`config.mk`:
```
export PLATFORM = sky130hd
export DESIGN_NAME = supply_fail_and_path_control
export DESIGN_NICKNAME = d
export VERILOG_FILES = /design/src/design/supply_pkg.sv /design/src/design/strap_decoder.sv /design/src/design/supply_fail_and_path_control.sv
export SDC_FILE = /design/constraint.sdc
export NUM_CORES = 1
export LEC_CHECK = 0
export BUFFER_PORTS_ARGS = -buffer_cell sky130_fd_sc_hd__buf_2
export CAP_MARGIN = 10
export CORE_UTILIZATION = 38
export DETAILED_ROUTE_END_ITERATION = 16
export GPL_TIMING_DRIVEN = 0
export PLACE_DENSITY_LB_ADDON = 0.3
export SLEW_MARGIN = 30
export SYNTH_ARGS = -nofsm -noshare
export SYNTH_HDL_FRONTEND = slang
export SYNTH_SLANG_ARGS = --single-unit
export TNS_END_PERCENT = 30
```
`constraint.sdc`:
```
create_clock -name clk -period 4.55 [get_ports clk]
set_clock_uncertainty 0.15 [all_clocks]
set_input_delay 0.455 -clock clk [delete_from_list [all_inputs] [get_ports clk]]
set_output_delay 0.455 -clock clk [all_outputs]
set_load 0.02 [all_outputs]
```
`src/design/supply_pkg.sv`:
```
// Package with state, carrier types and timing constants of the supply-fail and path control.
package supply_pkg;

  localparam int unsigned CLK_HZ = 50000000;
  localparam int unsigned RECOVER_WINDOW_US = 5000;
  localparam int unsigned RECOVER_CYCLES = RECOVER_WINDOW_US * (CLK_HZ / 1000000);
  localparam int unsigned RECOVER_W = 18;

  // Power states of the device.
  typedef enum logic [2:0] {
    ST_OFF,
    ST_WAIT_EN,
    ST_ACTIVE,
    ST_SUSPEND,
    ST_RECOVERY,
    ST_POWERDOWN
  } pwr_state_t;

  // Analog comparator results toward the core.
  typedef struct packed {
    logic above_uvlo;
    logic above_uvlo_hys;
    logic above_2v55;
    logic above_2v5;
    logic fast_ramp;
    logic above_internal_regulator_output;
  } bias_cmp_t;

  // Strap range index from the resistor comparator ladder, 0 to 7.
  localparam int unsigned STRAP_W = 3;
  localparam logic [5:0] BUCK3_CODE_R1 = 6'h12;
  localparam logic [5:0] BUCK3_CODE_R2 = 6'h18;
  localparam logic [5:0] BUCK3_CODE_R3 = 6'h1f;
  localparam logic [5:0] BUCK3_CODE_R4 = 6'h3d;
  localparam logic [5:0] BB_CODE_R4 = 6'h01;
  localparam logic [5:0] BB_CODE_R5 = 6'h07;
  localparam logic [5:0] BB_CODE_R6 = 6'h0d;
  localparam logic [5:0] BB_CODE_R7 = 6'h14;

  // Decoded power-up defaults of the two converters.
  typedef struct packed {
    logic buck3_use_code;
    logic [5:0] buck3_code;
    logic bb_use_code;
    logic [5:0] bb_code;
  } strap_dflt_t;

  localparam int unsigned NUM_LS = 3;
endpackage

```
`src/design/strap_decoder.sv`:
```
// Module that samples the strap range once and holds the decoded converter defaults.
module strap_decoder (
  input wire logic clk,
  input wire logic rst,
  input wire logic sample,
  input wire logic [supply_pkg::STRAP_W-1:0] strap_range,
  output supply_pkg::strap_dflt_t dflt_r,
  output logic done_r
);

  supply_pkg::strap_dflt_t dflt_nxt;
  supply_pkg::strap_dflt_t decoded;
  logic done_nxt;

  // Range to code lookup; unlisted ranges keep the programmed default.
  always_comb begin
    decoded = '0;
    unique case (strap_range)
      3'h1: begin
        decoded.buck3_use_code = 1'b1;
        decoded.buck3_code = supply_pkg::BUCK3_CODE_R1;
      end
      3'h2: begin
        decoded.buck3_use_code = 1'b1;
        decoded.buck3_code = supply_pkg::BUCK3_CODE_R2;
      end
      3'h3: begin
        decoded.buck3_use_code = 1'b1;
        decoded.buck3_code = supply_pkg::BUCK3_CODE_R3;
      end
      3'h4: begin
        decoded.buck3_use_code = 1'b1;
        decoded.buck3_code = supply_pkg::BUCK3_CODE_R4;
        decoded.bb_use_code = 1'b1;
        decoded.bb_code = supply_pkg::BB_CODE_R4;
      end
      3'h5: begin
        decoded.bb_use_code = 1'b1;
        decoded.bb_code = supply_pkg::BB_CODE_R5;
      end
      3'h6: begin
        decoded.bb_use_code = 1'b1;
        decoded.bb_code = supply_pkg::BB_CODE_R6;
      end
      3'h7: begin
        decoded.bb_use_code = 1'b1;
        decoded.bb_code = supply_pkg::BB_CODE_R7;
      end
      default: begin
        decoded = '0;
      end
    endcase
  end

  // Capture only the first sample after reset and hold it.
  always_comb begin
    dflt_nxt = dflt_r;
    done_nxt = done_r;
    if (sample && !done_r) begin
      dflt_nxt = decoded;
      done_nxt = 1'b1;
    end
  end

  // Registers of the held defaults.
  always_ff @(posedge clk or posedge rst) begin
    if (rst) begin
      dflt_r <= '0;
      done_r <= 1'b0;
    end else begin
      dflt_r <= dflt_nxt;
      done_r <= done_nxt;
    end
  end

endmodule

```
`src/design/supply_fail_and_path_control.sv`:
```
// Top module of the supply-fail, load-shed and backup power-path control.
//
// Functional notes
// Fast ramp: enable at base threshold; dips above 2.55 V tolerated 5 ms.
// Slow ramp: enable at threshold plus hysteresis; dips above 2.5 V tolerated 5 ms.
// Below 2.5 V: reset core, turn off all rails, discharge them at once.
// Power-fail trip changes nothing unless its configuration bits are set.
// Per-switch option turns the load switch off on a power-fail trip.
// With the power-down enable bit set, a trip starts the power-down sequence.
// No interrupt or status bit shows the power-fail comparator.
// In wait, active, suspend and recovery, backup path takes the main backup input.
// In off, path picks the higher input with 150 mV hysteresis.
// Bias below lockout: shut down all rails and enter off; the code enters power-down, and off on powerdown_done or bias below regulator level.
// Bias below regulator level before power-down ends: reset, off, main backup input.
// Strap decode gives third buck code 0x12, 0x18, 0x1F, 0x3D or default.
// Strap decode gives buck-boost code 0x01, 0x07, 0x0D, 0x14 or default.
// Strap sampled once at power-up before converters enable, held until reset.
module supply_fail_and_path_control (
  input wire logic clk,
  input wire logic rst,
  input supply_pkg::bias_cmp_t bias_cmp,
  input wire logic power_fail_input,
  input wire logic pfail_triggers_powerdown,
  input wire logic [supply_pkg::NUM_LS-1:0] ls_shed_on_pfail,
  input wire logic [supply_pkg::NUM_LS-1:0] ls_enable_set,
  input wire logic power_on_request,
  input wire logic suspend_request,
  input wire logic recovery_request,
  input wire logic powerdown_done,
  input wire logic coin_above_main_hys,
  input wire logic main_above_coin_hys,
  input wire logic [supply_pkg::STRAP_W-1:0] strap_range,
  output logic rails_enable_r,
  output logic rails_discharge_r,
  output logic powerdown_start_r,
  output logic core_reset_r,
  output logic [supply_pkg::NUM_LS-1:0] ls_on_r,
  output logic backup_from_coin_r,
  output supply_pkg::pwr_state_t state_r,
  output supply_pkg::strap_dflt_t strap_dflt_r,
  output logic strap_valid_r
);

  supply_pkg::pwr_state_t state_nxt;
  logic rails_enable_nxt;
  logic rails_discharge_nxt;
  logic powerdown_start_nxt;
  logic core_reset_nxt;
  logic [supply_pkg::NUM_LS-1:0] ls_on_nxt;
  logic backup_from_coin_nxt;
  logic [supply_pkg::RECOVER_W-1:0] dip_cnt_r;
  logic [supply_pkg::RECOVER_W-1:0] dip_cnt_nxt;
  logic dip_r;
  logic dip_nxt;
  logic fast_mode_r;
  logic fast_mode_nxt;
  logic pfail_d_r;
  logic pfail_d_nxt;
  logic pfail_trip;
  logic recover_ok;
  logic dip_floor_ok;
  logic powered;
  logic strap_sample;

  // The trip is an edge so a held comparator acts once; the comparator only steers logic.
  assign pfail_trip = power_fail_input && !pfail_d_r;
  assign powered = (state_r != supply_pkg::ST_OFF);
  // Recovery level and dip floor follow the ramp kind seen at power-up.
  assign recover_ok = fast_mode_r ? bias_cmp.above_uvlo : bias_cmp.above_uvlo_hys;
  assign dip_floor_ok = fast_mode_r ? bias_cmp.above_2v55 : bias_cmp.above_2v5;
  // Strap is captured in the wait state before any converter turns on.
  assign strap_sample = (state_r == supply_pkg::ST_WAIT_EN);

  strap_decoder u_strap (
    .clk(clk),
    .rst(rst),
    .sample(strap_sample),
    .strap_range(strap_range),
    .dflt_r(strap_dflt_r),
    .done_r(strap_valid_r)
  );

  // Main state, lockout timing, power-fail actions and path choice.
  always_comb begin
    state_nxt = state_r;
    rails_enable_nxt = rails_enable_r;
    rails_discharge_nxt = 1'b0;
    powerdown_start_nxt = 1'b0;
    core_reset_nxt = 1'b0;
    ls_on_nxt = ls_on_r | ls_enable_set;
    backup_from_coin_nxt = backup_from_coin_r;
    dip_cnt_nxt = dip_cnt_r;
    dip_nxt = dip_r;
    fast_mode_nxt = fast_mode_r;
    pfail_d_nxt = power_fail_input;
    unique case (state_r)
      supply_pkg::ST_OFF: begin
        rails_enable_nxt = 1'b0;
        ls_on_nxt = '0;
        // Choose the higher input with hysteresis while off.
        if (!backup_from_coin_r && coin_above_main_hys) begin
          backup_from_coin_nxt = 1'b1;
        end else if (backup_from_coin_r && main_above_coin_hys) begin
          backup_from_coin_nxt = 1'b0;
        end
        // Enable level depends on the ramp rate.
        if (bias_cmp.fast_ramp && bias_cmp.above_uvlo) begin
          fast_mode_nxt = 1'b1;
          state_nxt = supply_pkg::ST_WAIT_EN;
        end else if (bias_cmp.above_uvlo_hys) begin
          fast_mode_nxt = 1'b0;
          state_nxt = supply_pkg::ST_WAIT_EN;
        end
      end
      supply_pkg::ST_WAIT_EN: begin
        if (power_on_request && strap_valid_r) begin
          rails_enable_nxt = 1'b1;
          state_nxt = supply_pkg::ST_ACTIVE;
        end
      end
      supply_pkg::ST_ACTIVE: begin
        if (suspend_request) begin
          state_nxt = supply_pkg::ST_SUSPEND;
        end else if (recovery_request) begin
          state_nxt = supply_pkg::ST_RECOVERY;
        end
      end
      supply_pkg::ST_SUSPEND: begin
        if (!suspend_request) begin
          state_nxt = supply_pkg::ST_ACTIVE;
        end
      end
      supply_pkg::ST_RECOVERY: begin
        rails_enable_nxt = 1'b0;
        if (powerdown_done) begin
          state_nxt = supply_pkg::ST_WAIT_EN;
        end
      end
      supply_pkg::ST_POWERDOWN: begin
        rails_enable_nxt = 1'b0;
        if (powerdown_done) begin
          state_nxt = supply_pkg::ST_OFF;
        end
      end
      default: begin
        state_nxt = supply_pkg::ST_OFF;
      end
    endcase

    // Powered states take the main backup input from the second powered cycle on.
    if (powered) begin
      backup_from_coin_nxt = 1'b0;
    end

    // Power-fail actions only when enabled by their configuration bits.
    if (powered && pfail_trip) begin
      ls_on_nxt = ls_on_nxt & ~ls_shed_on_pfail;
      if (pfail_triggers_powerdown && state_r != supply_pkg::ST_POWERDOWN) begin
        powerdown_start_nxt = 1'b1;
        state_nxt = supply_pkg::ST_POWERDOWN;
      end
    end

    // Lockout dip tracking: a dip must recover within the window.
    if (powered && state_r != supply_pkg::ST_POWERDOWN) begin
      if (!dip_r && !bias_cmp.above_uvlo) begin
        dip_nxt = 1'b1;
        dip_cnt_nxt = '0;
      end else if (dip_r) begin
        if (recover_ok) begin
          dip_nxt = 1'b0;
        end else if (!dip_floor_ok ||
                     dip_cnt_r == supply_pkg::RECOVER_W'(supply_pkg::RECOVER_CYCLES - 1)) begin
          // Window expired or floor crossed: shut down and enter power-down.
          dip_nxt = 1'b0;
          rails_enable_nxt = 1'b0;
          powerdown_start_nxt = 1'b1;
          ls_on_nxt = '0;
          state_nxt = supply_pkg::ST_POWERDOWN;
        end else begin
          dip_cnt_nxt = dip_cnt_r + 1'b1;
        end
      end
    end else begin
      dip_nxt = 1'b0;
    end

    // Bias below regulator level while powering down forces off at once.
    if (state_r == supply_pkg::ST_POWERDOWN && !bias_cmp.above_internal_regulator_output) begin
      core_reset_nxt = 1'b1;
      state_nxt = supply_pkg::ST_OFF;
      backup_from_coin_nxt = 1'b0;
    end

    // Hard floor: reset the core, drop and discharge every rail at once.
    if (powered && !bias_cmp.above_2v5) begin
      core_reset_nxt = 1'b1;
      rails_enable_nxt = 1'b0;
      rails_discharge_nxt = 1'b1;
      ls_on_nxt = '0;
      dip_nxt = 1'b0;
      state_nxt = supply_pkg::ST_OFF;
      backup_from_coin_nxt = 1'b0;
    end

    // Disabled rails discharge whenever they are off and the next state is off.
    if (!rails_enable_nxt && state_nxt == supply_pkg::ST_OFF) begin
      rails_discharge_nxt = 1'b1;
    end
  end

  // State registers.
  always_ff @(posedge clk or posedge rst) begin
    if (rst) begin
      state_r <= supply_pkg::ST_OFF;
      rails_enable_r <= 1'b0;
      rails_discharge_r <= 1'b1;
      powerdown_start_r <= 1'b0;
      core_reset_r <= 1'b0;
      ls_on_r <= '0;
      backup_from_coin_r <= 1'b0;
      dip_cnt_r <= '0;
      dip_r <= 1'b0;
      fast_mode_r <= 1'b0;
      pfail_d_r <= 1'b0;
    end else begin
      state_r <= state_nxt;
      rails_enable_r <= rails_enable_nxt;
      rails_discharge_r <= rails_discharge_nxt;
      powerdown_start_r <= powerdown_start_nxt;
      core_reset_r <= core_reset_nxt;
      ls_on_r <= ls_on_nxt;
      backup_from_coin_r <= backup_from_coin_nxt;
      dip_cnt_r <= dip_cnt_nxt;
      dip_r <= dip_nxt;
      fast_mode_r <= fast_mode_nxt;
      pfail_d_r <= pfail_d_nxt;
    end
  end

endmodule

```
==> results.txt <==
Outcome: complete, no violations
WL/cell: 13.0 um
Most common cell after layout, fill and taps aside: buf_2
Worst Max-Slew Pin Slew: 0.691 ns
Final Cell Area: 0.00265 mm^2
CTS tree: done
Compound-gate portion of the synthesized area: 11.9%
Critical R2R Capture: ls_on_r[0]
Top FF cell, synth: dfrtp_1
Syn Area/Cell: 9.61 um^2
Register-to-Register Path Depth: 5
CP Launch Type: flip-flop
Initial antenna violation count: 0
Clock Tree Buf Depth: 2
Crit path time final: 2.48 ns
Lkg Pwr: 1.22 nW
Final Power: 1.21 mW
Unrepaired setup endpoints after global routing: no
Clock sink count: 44
Critical path required time: 4.57 ns
Async SR Flop Fraction: 100%
Final ANT Viol Nets: 0
GRT Overall Usage: 16.5%
Area of the mapped netlist: 0.00220 mm^2
Most frequent cells in the layout: buf_2, dfrtp_1, nand2_1, nor2_1, o21ai_0
Row count: 27
Util after Layout: 47.9%
Relative slew slack: 53.9%
Vias per std cell: 5.11
H-tree levels: 2
Crit path kind: flip-flop to flip-flop
Hold Crit Depth: 1
Simple-Gate Fraction of Synth Area: 23.6%
Clock Latency Late Sink: 0.30 ns
Synth Register Bits: 44
P&R area growth vs syn: 20.5%
Synth top area cells: dfrtp_1, nand2_1, xnor2_1
DRC viols: 0
Largest family of logic cells by synthesized area: simple AND/OR/NAND/NOR gates
IO Port Bufs: 49
Post-synthesis mux area share: 4.26%
Peak VDD IR: 0.278 mV
DP Area: 0.00256 mm^2
Area share of the largest cell type after synthesis: 48.9%
Largest net degree at the start of global routing: 29
Sequential area share after synthesis: 50.1%
Post-Synth XOR/XNOR Area: 5.91%
Final Slew Violations: 0
First drt pass iteration count: 4
Endpoint type of the worst setup path: flip-flop
Core area: 0.00554 mm^2
Hold_sp: power_fail_input
Yosys cell types: 47
CTS root buf: clkbuf_8
Die area: 0.00610 mm^2
Post-Synthesis Cells: 229
PD cells: 457 mW/mm^2
Die height: 78.1 um
First-pass GRT wire length: 7950 um
Fmax: 404 MHz
Hpwl dp: 3390 um
Adder-Cell Fraction of Synth Area: 0.569%
Min-delay worst type: input port to flip-flop
Share of cells above drive strength 1: 24.0%
Number of enable flip-flop cells after synthesis: 0
Final period util: 54.4%
Reg2reg start: dip_cnt_r[5]
Overflow left after global routing: 0
Hold Path End: pfail_d_r
Nets: 313
YS warnings: 0
Ant. Diodes: 0
Io pins: 51
Die W: 78.1 um
Starting Density: 39.7%
GPL Wtd Cong: 0.800
Synthesized net count: 255
DRT Wirelength: 4680 um
CTS Buf Count: 5
Vias: 1839
Maximum capacitance violations: 0
R2R setup slack: 2.07 ns
CTS clk-pin slew, worst paths: 0.08 ns
Data arrival, critical path: 2.50 ns
1st-iter DRT viols: 66
Synth area leader: dfrtp_1
Vias in the first global route: 1799
Final Hold Fails: 0
Final setup viols: 0
Post-CTS Setup Bufs: 0
Final setup TNS: 0 ns
CP max FO: 6
-- area by class of cell --
class                           instances  area, um^2
Buffer                                 12        57.6
Tap cell                               72        90.1
Timing Repair Buffer                   51         275
Clock inverter                          2        12.5
Clock buffer                            6        72.6
Sequential cell                        44        1100
Fill cell                             572        2890
Inverter                                5        18.8
Multi-Input combinational cell        168        1020
-- flip-flops by register name (all words and copies together) (netlist names) --
name,flops
backup_from_coin_r,1
rails_enable_r,1
dip_r,1
dip_cnt_r,18
u_strap.dflt_r,11
rails_discharge_r,1
core_reset_r,1
fast_mode_r,1
pfail_d_r,1
state_r,3
powerdown_start_r,1
ls_on_r,3
u_strap.done_r,1
-- power by group --
group / switching (mW) / internal [mW] / total [mW]
Combinational: 0.286 / 0.162 / 0.448
Clock: 0.137 / 0.108 / 0.245
Sequential: 0.0481 / 0.470 / 0.518
Total: 0.471 / 0.740 / 1.21
-- how the worst max path moves through the flow --
| stage | startpoint | endpoint | depth (start not counted) |
|---|---|---|---|
| global route | state_r[0] | dip_cnt_r[3] | 6 |
| finish | dip_cnt_r[5] | ls_on_r[0] | 5 |
| detailed placement | dip_cnt_r[5] | ls_on_r[0] | 5 |
| global placement | dip_cnt_r[5] | ls_on_r[0] | 5 |
| floorplan | state_r[0] | dip_cnt_r[15] | 6 |
| CTS | dip_cnt_r[5] | ls_on_r[0] | 5 |
-- synth_stat cells, types with 5 or more instances --
master / n
inv_1: 5
a211oi_1: 5
nor3_1: 8
dfrtp_1: 43
nand2_1: 31
xnor2_1: 12
o21ai_0: 13
nor4_1: 6
nand3_1: 7
nor2_1: 25
mux2i_1: 6
clkbuf_1: 7
-- critical path, stage by stage (launching register included) --
cell and delay, ns:
dfrtp_1 0.43, or4_1 0.57, or4_1 0.54, a211o_1 0.41
nand3_1 0.18, a211oi_1 0.07
-- stage by stage --
stage               hold slack, ns  setup WS (ns)  instances
finish                       0.124           2.07        360
global placement             0.311           2.09        350
global route                 0.118           1.94        360
detailed placement           0.313           2.12        351
floorplan                    0.299           2.30        229
CTS                          0.114           2.08        360
-- routing by layer --
| layer | share of wire [%] | track usage [%] |
|---|---|---|
| met4 | 0.79 | 4.63 |
| met3 | 3.8 | 4.19 |
| met2 | 47 | 27.5 |
| met1 | 48 | 21.0 |
| met5 | 0 | 0 |
-- timing repair --
item	CTS	global route
hold endpoints to repair	15	0
hold buffers	1	0
resized for setup	0	0
-- cell families (layout without fill, tap and decap cells) --
kind of cell	after synthesis	after routing
AO/OA/AOI/OAI	39	39
XOR/XNOR	14	14
adder cells (fa/ha/maj)	1	1
buffers and inverters	17	76
flip-flops	44	44
multiplexers	9	9
other	1	1
AND/OR/NAND/NOR	104	104
(Power assumes the default switching activity.)
